--- src/design/ctmr_pkg.sv ---
// package: register map, field layout and modes of the dual counter/timer
// assumes one bus clock; registers reached over a 32-bit apb slave
package ctmr_pkg;
   localparam int unsigned INST_NUM = 2;
   localparam int unsigned CAP_NUM  = 2;
   localparam int unsigned MAT_NUM  = 4;
   localparam int unsigned MOUT_NUM = 2;
   localparam int unsigned DMA_NUM  = 2;

   // per-instance window: instance n at n * INST_STRIDE
   localparam logic [11:0] INST_STRIDE  = 12'h0100;
   localparam logic [7:0]  OFF_CTRL     = 8'h00;
   localparam logic [7:0]  OFF_COUNT    = 8'h04;
   localparam logic [7:0]  OFF_PRE_MAX  = 8'h08;
   localparam logic [7:0]  OFF_PRE_CNT  = 8'h0C;
   localparam logic [7:0]  OFF_MAT_CTRL = 8'h10;
   localparam logic [7:0]  OFF_CAP_CTRL = 8'h14;
   localparam logic [7:0]  OFF_OUT_CTRL = 8'h18;
   localparam logic [7:0]  OFF_STATUS   = 8'h1C;
   localparam logic [7:0]  OFF_MASK     = 8'h20;
   localparam logic [7:0]  OFF_MAT0     = 8'h30;
   localparam logic [7:0]  OFF_CAP0     = 8'h40;

   // ctrl fields
   localparam int unsigned CTRL_EN      = 0;
   localparam int unsigned CTRL_RST     = 1;
   localparam int unsigned CTRL_SRC     = 2;  // 2 bits
   localparam int unsigned CTRL_CLRSEL  = 4;  // 2 bits: 0 off, 1 ch0, 2 ch1
   localparam int unsigned CTRL_CLRRISE = 6;  // 1 rise, 0 fall

   // match ctrl: 3 bits per match: int, reset, stop
   localparam int unsigned MAT_FLD   = 3;
   localparam int unsigned MAT_INT   = 0;
   localparam int unsigned MAT_RESET = 1;
   localparam int unsigned MAT_STOP  = 2;
   // capture ctrl: 3 bits per channel: rise, fall, int
   localparam int unsigned CAP_FLD  = 3;
   localparam int unsigned CAP_RISE = 0;
   localparam int unsigned CAP_FALL = 1;
   localparam int unsigned CAP_INT  = 2;
   // out ctrl: 2 bits action per output, state bits at OUT_STATE
   localparam int unsigned OUT_FLD   = 2;
   localparam int unsigned OUT_STATE = 8;
   // status/mask: matches in [3:0], captures in [5:4]
   localparam int unsigned ST_CAP = 4;
   localparam int unsigned ST_W   = 6;

   typedef enum logic [1:0] {SRC_BUSCLK, SRC_CAP_RISE, SRC_CAP_FALL, SRC_CAP_BOTH} src_t;
   typedef enum logic [1:0] {OUT_HOLD, OUT_LOW, OUT_HIGH, OUT_TOGGLE} out_act_t;

   typedef struct packed {
      logic        psel;
      logic        penable;
      logic        pwrite;
      logic [11:0] paddr;
      logic [31:0] pwdata;
   } apb_req_t;

   typedef struct packed {
      logic                pwr;   // write strobe at access edge
      logic [7:0]          off;
      logic [31:0]         data;
   } reg_wr_t;
endpackage : ctmr_pkg

--- src/design/ctmr_core.sv ---
// one counter/timer instance: prescaler, count, captures, matches, outputs
// assumes capture inputs synchronous to clk_i; register writes arrive as reg_wr_t strobes
`timescale 1ns/1ps
module ctmr_core
   import ctmr_pkg::*;
#(
   parameter int unsigned CNT_W = 32
) (
   // clock and reset
   input  wire logic                  clk_i,
   input  wire logic                  reset_i,
   // register access
   input  wire reg_wr_t               wr_i,
   input  wire logic [7:0]            rd_off_i,
   output logic      [31:0]           rd_data_o,
   // pins
   input  wire logic [CAP_NUM-1:0]    cap_i,
   output logic      [MOUT_NUM-1:0]   mat_out_o,
   // events
   output logic                       irq_o,
   output logic      [DMA_NUM-1:0]    dma_req_o
);
   logic [31:0]          ctrl_r;
   logic [CNT_W-1:0]     timer_count_value_r;
   logic [CNT_W-1:0]     pre_max_r, pre_cnt_r;
   logic [31:0]          mat_ctrl_r, cap_ctrl_r, out_ctrl_r;
   logic [ST_W-1:0]      status_r, mask_r;
   logic [CNT_W-1:0]     mat_r [MAT_NUM];
   logic [CNT_W-1:0]     cap_r [CAP_NUM];
   logic [CAP_NUM-1:0]   cap_q_r;
   logic [MOUT_NUM-1:0]  mout_r;
   logic [MAT_NUM-1:0]   hit_r;
   logic [CAP_NUM-1:0]   cap_rise, cap_fall, cap_ev;
   logic [MAT_NUM-1:0]   hit, hit_new;
   logic                 tick, clr_ev, stop_ev, reset_ev;
   logic [ST_W-1:0]      st_set;
   logic [1:0]           clr_sel;
   src_t                 src;

   function automatic logic is_wr(input reg_wr_t w, input logic [7:0] o);
      return w.pwr && (w.off == o);
   endfunction : is_wr

   ////////////////////////////////////////////////////////////////////////
   // capture edges and count source
   assign cap_rise = cap_i & ~cap_q_r;
   assign cap_fall = ~cap_i & cap_q_r;
   assign src      = src_t'(ctrl_r[CTRL_SRC +: 2]);
   assign clr_sel  = ctrl_r[CTRL_CLRSEL +: 2];

   always_comb begin
      tick = 1'b0;
      unique case (src)
         SRC_BUSCLK:   tick = 1'b1;
         SRC_CAP_RISE: tick = cap_rise[0];
         SRC_CAP_FALL: tick = cap_fall[0];
         SRC_CAP_BOTH: tick = cap_rise[0] | cap_fall[0];
      endcase
      // a stopping match swallows its own tick so the count rests on the match value
      tick = tick & ctrl_r[CTRL_EN] & ~ctrl_r[CTRL_RST] & ~stop_ev;
   end

   genvar g;
   generate
      for (g = 0; g < CAP_NUM; g++) begin : g_cap
         // one pin per channel
         assign cap_ev[g] = (cap_rise[g] & cap_ctrl_r[g*CAP_FLD+CAP_RISE])
                          | (cap_fall[g] & cap_ctrl_r[g*CAP_FLD+CAP_FALL]);
         always_ff @(posedge clk_i) begin
            if (reset_i) begin
               cap_r[g] <= '0;
            end else if (cap_ev[g]) begin
               cap_r[g] <= timer_count_value_r;
            end
         end
      end
      for (g = 0; g < MAT_NUM; g++) begin : g_mat
         assign hit[g] = (timer_count_value_r == mat_r[g]);
      end
   endgenerate

   assign clr_ev = (clr_sel == 2'd1 || clr_sel == 2'd2) && (ctrl_r[CTRL_CLRRISE]
                   ? cap_rise[clr_sel[1]] : cap_fall[clr_sel[1]]);
   assign hit_new  = hit & ~hit_r;
   always_comb begin
      stop_ev  = 1'b0;
      reset_ev = 1'b0;
      for (int i = 0; i < MAT_NUM; i++) begin
         stop_ev  = stop_ev  | (hit_new[i] & mat_ctrl_r[i*MAT_FLD+MAT_STOP]);
         reset_ev = reset_ev | (hit[i] & mat_ctrl_r[i*MAT_FLD+MAT_RESET]);
      end
   end

   ////////////////////////////////////////////////////////////////////////
   // counting
   always_ff @(posedge clk_i) begin
      if (reset_i) begin
         // count and match registers both reset to zero: no match event out of reset
         hit_r   <= '1;
         cap_q_r <= '0;
      end else begin
         hit_r   <= hit;
         cap_q_r <= cap_i;
      end
   end

   always_ff @(posedge clk_i) begin
      if (reset_i) begin
         timer_count_value_r <= '0;
         pre_cnt_r           <= '0;
      end else if (ctrl_r[CTRL_RST] || clr_ev) begin
         timer_count_value_r <= '0;
         pre_cnt_r           <= '0;
      end else if (is_wr(wr_i, OFF_COUNT)) begin
         timer_count_value_r <= wr_i.data[CNT_W-1:0];
      end else if (tick) begin
         if (pre_cnt_r >= pre_max_r) begin
            pre_cnt_r           <= '0;
            timer_count_value_r <= reset_ev ? '0 : timer_count_value_r + 1'b1;
         end else begin
            pre_cnt_r <= pre_cnt_r + 1'b1;
         end
      end
   end

   ////////////////////////////////////////////////////////////////////////
   // registers
   always_ff @(posedge clk_i) begin
      if (reset_i) begin
         ctrl_r     <= '0;
         pre_max_r  <= '0;
         mat_ctrl_r <= '0;
         cap_ctrl_r <= '0;
         mask_r     <= '0;
         for (int i = 0; i < MAT_NUM; i++) mat_r[i] <= '0;
      end else begin
         if (is_wr(wr_i, OFF_CTRL))     ctrl_r     <= wr_i.data;
         else if (stop_ev)              ctrl_r[CTRL_EN] <= 1'b0;
         if (is_wr(wr_i, OFF_PRE_MAX))  pre_max_r  <= wr_i.data[CNT_W-1:0];
         if (is_wr(wr_i, OFF_MAT_CTRL)) mat_ctrl_r <= wr_i.data;
         if (is_wr(wr_i, OFF_CAP_CTRL)) cap_ctrl_r <= wr_i.data;
         if (is_wr(wr_i, OFF_MASK))     mask_r     <= wr_i.data[ST_W-1:0];
         for (int i = 0; i < MAT_NUM; i++) begin
            if (is_wr(wr_i, OFF_MAT0 + 8'(4*i))) mat_r[i] <= wr_i.data[CNT_W-1:0];
         end
      end
   end

   always_comb begin
      st_set = '0;
      for (int i = 0; i < MAT_NUM; i++) begin
         st_set[i] = hit_new[i] & mat_ctrl_r[i*MAT_FLD+MAT_INT];
      end
      for (int i = 0; i < CAP_NUM; i++) begin
         st_set[ST_CAP+i] = cap_ev[i] & cap_ctrl_r[i*CAP_FLD+CAP_INT];
      end
   end

   // sticky status: set beats write-one-to-clear
   always_ff @(posedge clk_i) begin
      if (reset_i) begin
         status_r <= '0;
      end else begin
         for (int i = 0; i < ST_W; i++) begin
            if (st_set[i]) status_r[i] <= 1'b1;
            else if (is_wr(wr_i, OFF_STATUS) && wr_i.data[i]) status_r[i] <= 1'b0;
         end
      end
   end
   assign irq_o = |(status_r & mask_r);

   ////////////////////////////////////////////////////////////////////////
   // match outputs and dma requests
   always_ff @(posedge clk_i) begin
      if (reset_i) begin
         out_ctrl_r <= '0;
         mout_r     <= '0;
      end else if (is_wr(wr_i, OFF_OUT_CTRL)) begin
         out_ctrl_r <= wr_i.data;
         mout_r     <= wr_i.data[OUT_STATE +: MOUT_NUM];
      end else begin
         for (int i = 0; i < MOUT_NUM; i++) begin
            if (hit_new[i]) begin
               unique case (out_act_t'(out_ctrl_r[i*OUT_FLD +: OUT_FLD]))
                  OUT_HOLD:   mout_r[i] <= mout_r[i];
                  OUT_LOW:    mout_r[i] <= 1'b0;
                  OUT_HIGH:   mout_r[i] <= 1'b1;
                  OUT_TOGGLE: mout_r[i] <= ~mout_r[i];
               endcase
            end
         end
      end
   end
   assign mat_out_o = mout_r;
   assign dma_req_o = hit_new[DMA_NUM-1:0];

   always_comb begin
      rd_data_o = '0;
      unique case (rd_off_i)
         OFF_CTRL:     rd_data_o = ctrl_r;
         OFF_COUNT:    rd_data_o = 32'(timer_count_value_r);
         OFF_PRE_MAX:  rd_data_o = 32'(pre_max_r);
         OFF_PRE_CNT:  rd_data_o = 32'(pre_cnt_r);
         OFF_MAT_CTRL: rd_data_o = mat_ctrl_r;
         OFF_CAP_CTRL: rd_data_o = cap_ctrl_r;
         OFF_OUT_CTRL: rd_data_o = {out_ctrl_r[31:OUT_STATE+MOUT_NUM], mout_r,
                                    out_ctrl_r[OUT_STATE-1:0]};
         OFF_STATUS:   rd_data_o = 32'(status_r);
         OFF_MASK:     rd_data_o = 32'(mask_r);
         default: begin
            for (int i = 0; i < MAT_NUM; i++)
               if (rd_off_i == OFF_MAT0 + 8'(4*i)) rd_data_o = 32'(mat_r[i]);
            for (int i = 0; i < CAP_NUM; i++)
               if (rd_off_i == OFF_CAP0 + 8'(4*i)) rd_data_o = 32'(cap_r[i]);
         end
      endcase
   end
endmodule : ctmr_core

--- src/design/ctmr_top.sv ---
// top: two counter/timer instances behind one apb slave
// assumes apb master on clk_i; pins synchronous to clk_i
//
// How it works
// - two identical, independent counter/timer instances
// - 32-bit count advanced through programmable 32-bit prescaler
// - timer mode counts bus clocks, counter mode counts external clock
// - capture input 0 may be chosen as count source
// - two capture channels copy count on configured input transition
// - each capture channel may raise an interrupt flag
// - each capture channel fed by exactly one capture pin
// - selected capture edge clears count and prescaler
// - four 32-bit match registers compared continuously with count
// - match may keep counting with optional interrupt
// - match may stop the counter with optional interrupt
// - match may reset the count to zero with optional interrupt
// - two match outputs go low, high, toggle or hold on match
// - two matches issue dma requests
`timescale 1ns/1ps
module ctmr_top
   import ctmr_pkg::*;
#(
   parameter int unsigned CNT_W = 32
) (
   // clock and reset
   input  wire logic                          clk_i,
   input  wire logic                          reset_i,
   // apb slave
   input  wire logic                          psel,
   input  wire logic                          penable,
   input  wire logic                          pwrite,
   input  wire logic [11:0]                   paddr,
   input  wire logic [31:0]                   pwdata,
   output logic                               pready,
   output logic                               pslverr,
   output logic      [31:0]                   prdata,
   // pins
   input  wire logic [INST_NUM*CAP_NUM-1:0]   cap_i,
   output logic      [INST_NUM*MOUT_NUM-1:0]  mat_out_o,
   // events
   output logic      [INST_NUM-1:0]           irq_o,
   output logic      [INST_NUM*DMA_NUM-1:0]   dma_req_o
);
   logic [31:0]         rd [INST_NUM];
   logic                acc, inst_sel;
   reg_wr_t             wr [INST_NUM];

   assign acc      = psel & penable;
   assign inst_sel = paddr[8];
   assign pready   = 1'b1;
   assign pslverr  = acc & ((paddr[11:9] != 3'h0) | (paddr[1:0] != 2'h0));

   genvar g;
   generate
      for (g = 0; g < INST_NUM; g++) begin : g_inst
         assign wr[g].pwr  = acc & pwrite & ~pslverr & (inst_sel == 1'(g));
         assign wr[g].off  = paddr[7:0];
         assign wr[g].data = pwdata;
         ctmr_core #(.CNT_W(CNT_W)) u_core (
            .clk_i     (clk_i),
            .reset_i   (reset_i),
            .wr_i      (wr[g]),
            .rd_off_i  (paddr[7:0]),
            .rd_data_o (rd[g]),
            .cap_i     (cap_i[g*CAP_NUM +: CAP_NUM]),
            .mat_out_o (mat_out_o[g*MOUT_NUM +: MOUT_NUM]),
            .irq_o     (irq_o[g]),
            .dma_req_o (dma_req_o[g*DMA_NUM +: DMA_NUM])
         );
      end
   endgenerate

   assign prdata = (acc & ~pwrite & ~pslverr) ? rd[inst_sel] : 32'h0000_0000;
endmodule : ctmr_top

--- config.mk ---
export PLATFORM = sky130hd
export DESIGN_NAME = ctmr_top
export DESIGN_NICKNAME = d
export VERILOG_FILES = /design/src/design/ctmr_pkg.sv /design/src/design/ctmr_core.sv /design/src/design/ctmr_top.sv
export SDC_FILE = /design/constraint.sdc
export NUM_CORES = 2
export LEC_CHECK = 0
export ABC_AREA = 1
export BUFFER_PORTS_ARGS = -buffer_cell sky130_fd_sc_hd__buf_2
export CAP_MARGIN = 20
export CORE_MARGIN = 5
export CORE_UTILIZATION = 28
export DETAILED_ROUTE_END_ITERATION = 10
export GPL_TIMING_DRIVEN = 0
export PLACE_DENSITY = 0.38
export SETUP_SLACK_MARGIN = 0.05
export SYNTH_ARGS = -nofsm -noshare
export SYNTH_HDL_FRONTEND = slang
export SYNTH_HIERARCHICAL = 1
export SYNTH_SLANG_ARGS = --single-unit
--- constraint.sdc ---
create_clock -name clk_i -period 3.7 [get_ports clk_i]
set_input_delay 0.555 -clock clk_i [delete_from_list [all_inputs] [get_ports clk_i]]
set_output_delay 0.555 -clock clk_i [all_outputs]
set_load 0.03 [all_outputs]
# Word-level counts from Yosys, hierarchy flattened
# Memory sizes are Yosys's and may differ from the RTL's.
# Cells that the tools add are included.
# totals
ff_bits	488
latch_bits	0
ramBits	384
rom_bits	0
output_inout_bits	44
mem_count	4
# classes
n_addsub	4
mul	0
n_div	0
n_lt_le_gt_ge	5
n_eq_ne	48
n_shift	0
n_mux	128
n_bitwise	109
n_reduce_logical	85
# mem_list
name	depth	width	rd	rd_clocked_by_memory_dff	write_ports	line	text
g_inst[0].u_core.mat_r	4	32	4	0	4	ctmr_core.sv:28	logic [CNT_W-1:0] mat_r [MAT_NUM];
g_inst[1].u_core.mat_r	4	32	4	0	4	ctmr_core.sv:28	
g_inst[0].u_core.cap_r	2	32	2	0	2	ctmr_core.sv:29	logic [CNT_W-1:0] cap_r [CAP_NUM];
g_inst[1].u_core.cap_r	2	32	2	0	2	ctmr_core.sv:29	
# op_table
operator	n
$mux 32	38
$pmux 32 s9	2
$eq 32x32->1	8
$add 32x1->32 const B	4
$mux 1	80
$ge 32x32->1	2
$and 1x1->1	50
$reduce_bool 2->1	23
$eq 8x6->1 const B	5
$logic_and 1x1->1	38
$eq 8x5->1 const B	4
$or 1x1->1	31
$eq 2x2->1 const B	14
$eq 2x1->1 const B	8
$eq 8x4->1 const B	2
$eq 8x7->1 const B	2
$reduce_and 2->1	8
$not 1->1	13
$and 6x6->6	2
$logic_not 2->1	6
$pmux 1 s3	4
$reduce_or 6->1	2
$and 2x2->2	4
$and 4x4->4	2
other kinds (13)	27

# Longest topological paths before layout
# depth
word_depth	12
ltp_mapped	17

# Cells and area by module
# The synthesis kept the hierarchy.
# by_module_without_submodules
module	instances	cells_per_inst	area_per_inst_um2
ctmr_core (g_inst[0].u_core)	1	2968	22933.2
ctmr_core (g_inst[1].u_core)	1	2940	22866.9
ctmr_top	1	124	777.0

# Least setup slack after synthesis
# Ideal clock, no wire load.
# synth_path
path_type	input port to output port
start	input paddr[6]
end	output prdata[0]
arrival_time_ns	2.459
required_time_ns	3.145
path_slack_ns	0.686
path_stages	14
n_path_buf	2
path_cell_list	inv_1 > nand2_1 > nor3_1 > inv_1 > nor2_1 > buf_2 > clkbuf_1 > nand2_1 > o2111ai_1 > nor3_1 > o2111ai_1 > nand2_1 > a21boi_1 > nor2_1
# synth_lines
element	line	text
start, declared	ctmr_top.sv:32	input wire logic [11:0] paddr,
end, declared	ctmr_top.sv:36	output logic [31:0] prdata,

==> Flow_metrics.wiki <==
{| class="wikitable"
! Metric !! Value
|-
| Fraction of final layout cells with drive strength greater than 1 || 14.9%
|-
| X dimension of the die || 418 µm
|-
| Fin Hold WS || 0.132 ns
|-
| Total power divided by cell area || 390 nW/µm²
|-
| Largest net degree at the start of global routing || 33
|-
| Overall fraction of global-route tracks in use || 27.1%
|-
| Via count normalized by instance count || 5.18
|-
| Clock period minus final worst setup slack || 3.81 ns
|-
| Mapped Nets || 6157
|-
| I/O pin count || 97
|-
| Post-synth top flop || sky130_fd_sc_hd__dfxtp_1
|-
| Initial DRC Count || 4039
|-
| Post-synth EDFFs || 384
|-
| Crit path max-delay family || simple AND/OR/NAND/NOR gates
|-
| Cell area after synthesis || 46600 µm²
|-
| Post-synthesis to final-layout area growth || 23.7%
|-
| Register share of total power || 46.0%
|-
| Library cell with the largest summed area after synthesis || sky130_fd_sc_hd__edfxtp_1
|-
| Result of the run || complete, but fails checks
|-
| Drt wl/cell || 28.4 µm
|-
| Distinct cell type count of the synthesized netlist || 53
|-
| Worst Setup End Kind || output pin
|-
| Total buffers and inverters traversed by the critical path || 5
|-
| Area of the die || 175000 µm²
|-
| Area of placed instances || 50000 µm²
|-
| Y dimension of the die || 418 µm
|-
| Worst path arrival time || 3.26 ns
|-
| Net switching power || 5.59 mW
|-
| Antenna violations before repair || 5
|-
| Via count of the first global-routing pass || 43206
|-
| Routed Antenna Nets || 0
|-
| DPL Wire Length || 193000 µm
|-
| Global-route wire length before repair || 336000 µm
|-
| Slowest stage cell, crit path || sky130_fd_sc_hd__nand4_1
|-
| Cell row count || 149
|-
| Mean instance size in the synthesized netlist || 7.72 µm²
|-
| Critical path class || input pin to output pin
|-
| Violated checks || setup timing
|-
| Period utilization || 103%
|-
| Worst-Skew Late Latency || 0.75 ns
|-
| Flops & latches, synth || 868
|-
| Share of synthesized area occupied by flip-flops and latches || 45.6%
|-
| Fraction of registers with async set/reset || 0%
|-
| Number of hold violations in the final report || 0
|-
| Synthesized instance count || 6032
|-
| Initial cell density of the core || 28.2%
|-
| Number of buffers created by CTS || 110
|-
| Cell-internal power || 16.9 mW
|-
| Fraction of power consumed by combinational cells || 5.0%
|-
| Clock-pin slew of the registers on the worst-case setup and hold paths || 0.06 ns
|-
| CP Max Fanout || 12
|-
| Fraction of power consumed by the clock network || 49.0%
|-
| Max-capacitance violation count || 0
|-
| Worst clock skew || 0.0267 ns
|-
| Post-layout net count || 6437
|-
| Final worst-path setup slack || -0.113 ns
|-
| Static leakage || 21.9 nW
|-
| Actual transition at the worst max-transition pin || 1.12 ns
|-
| Switching share of power || 24.9%
|-
| Unrepaired setup endpoints after global routing || yes
|-
| Placeable core area || 165000 µm²
|-
| Launching element type of the critical path || input pin
|-
| Post-synth top cells || 1298 x sky130_fd_sc_hd__nand2_1, 853 x sky130_fd_sc_hd__nor2_1, 484 x sky130_fd_sc_hd__dfxtp_1
|-
| Deepest clock path buffer count || 3
|-
| Maximum vdd drop || 0.000372 V
|-
| Max-slew violations || 0
|-
| Final WL || 245000 µm
|-
| Post-route core utilization || 34.9%
|-
| Tightest slew margin relative to the limit || 24.7%
|-
| Worst-path cell chain || buf_6 > inv_1 > nor3_4 > nand2_4 > inv_1 > clkbuf_4 > a221oi_1 > nand2_1 > a21oi_2 > nand4_1 > nand2_1 > a21boi_4 > nor2_2 > buf_6
|-
| Master cell of the clock root buffer || sky130_fd_sc_hd__clkbuf_16
|-
| Portion of synthesized cell area occupied by the leading cell type || 24.8%
|-
| Number of search-and-repair iterations in the first detailed-routing pass || 5
|-
| Yosys warnings || 6
|-
| Htree depth || 3
|-
| Data required time of the worst path || 3.14 ns
|-
| Routed vias || 44539
|-
| Highest cell delay on the worst timing path || 0.38 ns
|-
| TritonCTS clock tree || yes
|-
| Filler instances || 17683
|-
| Cell area after layout || 57600 µm²
|-
| Final setup vio count || 3
|-
| Power Total || 22.5 mW
|-
| DRC violation count after routing || 0
|-
| Top-count cell post-synth || sky130_fd_sc_hd__nand2_1
|-
| GRT overflow || 0
|-
| Path type of the worst min-delay path || input pin to flip-flop
|-
| Routability cong. || 0.933
|-
| Number of buffer cells added on primary ports || 94
|-
| Top area cells in the synthesized netlist || sky130_fd_sc_hd__edfxtp_1 25%, sky130_fd_sc_hd__dfxtp_1 21%, sky130_fd_sc_hd__nand2_1 10%
|-
| Achievable Freq || 0.262 GHz
|-
| CTS Sinks || 868
|}
-- per-stage QoR --
stage                     cells  setup TNS [ns]  setup WS, ns
after detailed placement   8327         -130.84         -2.04
after floorplan            6032               0         0.686
after global routing       8596          -0.124       -0.0560
after CTS                  8577               0      0.000991
after global placement     8315         -357.68         -2.00
final                      8600          -0.144        -0.113
-- kinds of logic after synthesis --
group / after synthesis / share of synthesized area [%]
xor+xnor: 283 / 5.32
fa+ha+maj: 72 / 1.93
simple gates: 2717 / 24.4
other cells: 1 / 0.00805
buf+inv: 897 / 8.20
compound gates: 1194 / 14.6
flops: 868 / 45.6
-- per-layer routing --
layer	GRT usage, %	routed length (µm)
met5	0	0
met1	32.8	97800
met2	47.3	119000
met4	12.3	13500
met3	4.58	14400
-- state kept, by name (all words and copies together), names as in the netlist --
| name | count |
|---|---|
| g_inst.u_core/out_ctrl_r | 60 |
| g_inst.u_core/pre_cnt_r | 64 |
| g_inst.u_core/status_r | 12 |
| g_inst.u_core/mat_out_o | 4 |
| g_inst.u_core/cap_ctrl_r | 64 |
| g_inst.u_core/pre_max_r | 64 |
| g_inst.u_core/mask_r | 12 |
| g_inst.u_core/mat_r | 256 |
| g_inst.u_core/mat_ctrl_r | 64 |
| g_inst.u_core/cap_q_r | 4 |
| g_inst.u_core/cap_r | 128 |
| g_inst.u_core/hit_r | 8 |
| g_inst.u_core/ctrl_r | 64 |
| g_inst.u_core/timer_count_value_r | 64 |
-- power by group through the flow --
stage                     sequential (mW)  combinational (mW)  clock (mW)
after floorplan                      10.5               0.457           0
after global placement               10.5               0.996           0
after detailed placement             10.5                1.02           0
after CTS                            10.3                1.10        11.3
after global routing                 10.4                1.16        11.6
final                                10.3                1.12        11.0
-- cell usage in the layout (no fill, tap or decap), types with 32 or more instances in the layout --
master | netlist | routed
sky130_fd_sc_hd__nand4_1 | 122 | 122
sky130_fd_sc_hd__edfxtp_1 | 384 | 384
sky130_fd_sc_hd__nand2_1 | 1298 | 1270
sky130_fd_sc_hd__a221oi_4 | 0 | 33
sky130_fd_sc_hd__ha_1 | 72 | 72
sky130_fd_sc_hd__clkbuf_1 | 193 | 172
sky130_fd_sc_hd__nor2_4 | 6 | 32
sky130_fd_sc_hd__buf_6 | 22 | 44
sky130_fd_sc_hd__nor3_1 | 100 | 84
sky130_fd_sc_hd__clkbuf_16 | 0 | 121
sky130_fd_sc_hd__a21oi_1 | 442 | 430
sky130_fd_sc_hd__nand3_1 | 223 | 190
sky130_fd_sc_hd__nor2_1 | 853 | 837
sky130_fd_sc_hd__o21ai_0 | 439 | 410
sky130_fd_sc_hd__dfxtp_1 | 484 | 484
sky130_fd_sc_hd__xor2_1 | 62 | 62
sky130_fd_sc_hd__nor2_2 | 52 | 42
sky130_fd_sc_hd__buf_4 | 30 | 91
sky130_fd_sc_hd__buf_2 | 75 | 134
sky130_fd_sc_hd__o22ai_1 | 76 | 59
sky130_fd_sc_hd__inv_1 | 462 | 426
sky130_fd_sc_hd__xnor2_1 | 221 | 221
sky130_fd_sc_hd__clkinv_1 | 64 | 64
sky130_fd_sc_hd__clkbuf_8 | 0 | 40
-- cell type report --
class	instances	area, µm²	share of cell area (%)
clock inverters	40	335	0.582
repair buffers	168	1470	2.55
multi-input cells	4267	24100	41.8
flip-flops and latches	868	21200	36.8
inverters	559	2260	3.93
clock buffers	167	3290	5.71
diodes	4	10.0	0.0174
well taps	2189	2740	4.75
plain buffers	338	2200	3.82
-- path summary, 6_finish.rpt --
path | startpoint | to | slack (ns) | cells past startpoint
max | paddr[2] | prdata[19] | -0.11 | 14
min reg2reg | g_inst[0].u_core/cap_ctrl_r[10] | g_inst[0].u_core/cap_ctrl_r[10] | 0.46 | 2
max reg2reg | g_inst[0].u_core/pre_cnt_r[25] | g_inst[0].u_core/timer_count_value_r[30] | 0.51 | 12
min | reset_i | g_inst[0].u_core/out_ctrl_r[0] | 0.13 | 2
-- timing repair --
action	CTS	global route
pin swaps	106	58
cloned	1	2
hold buffers	0	0
buffers inserted	42	17
gates resized for setup	661	103
endpoints found under the setup margin	36	71
(Power assumes the default switching activity.)
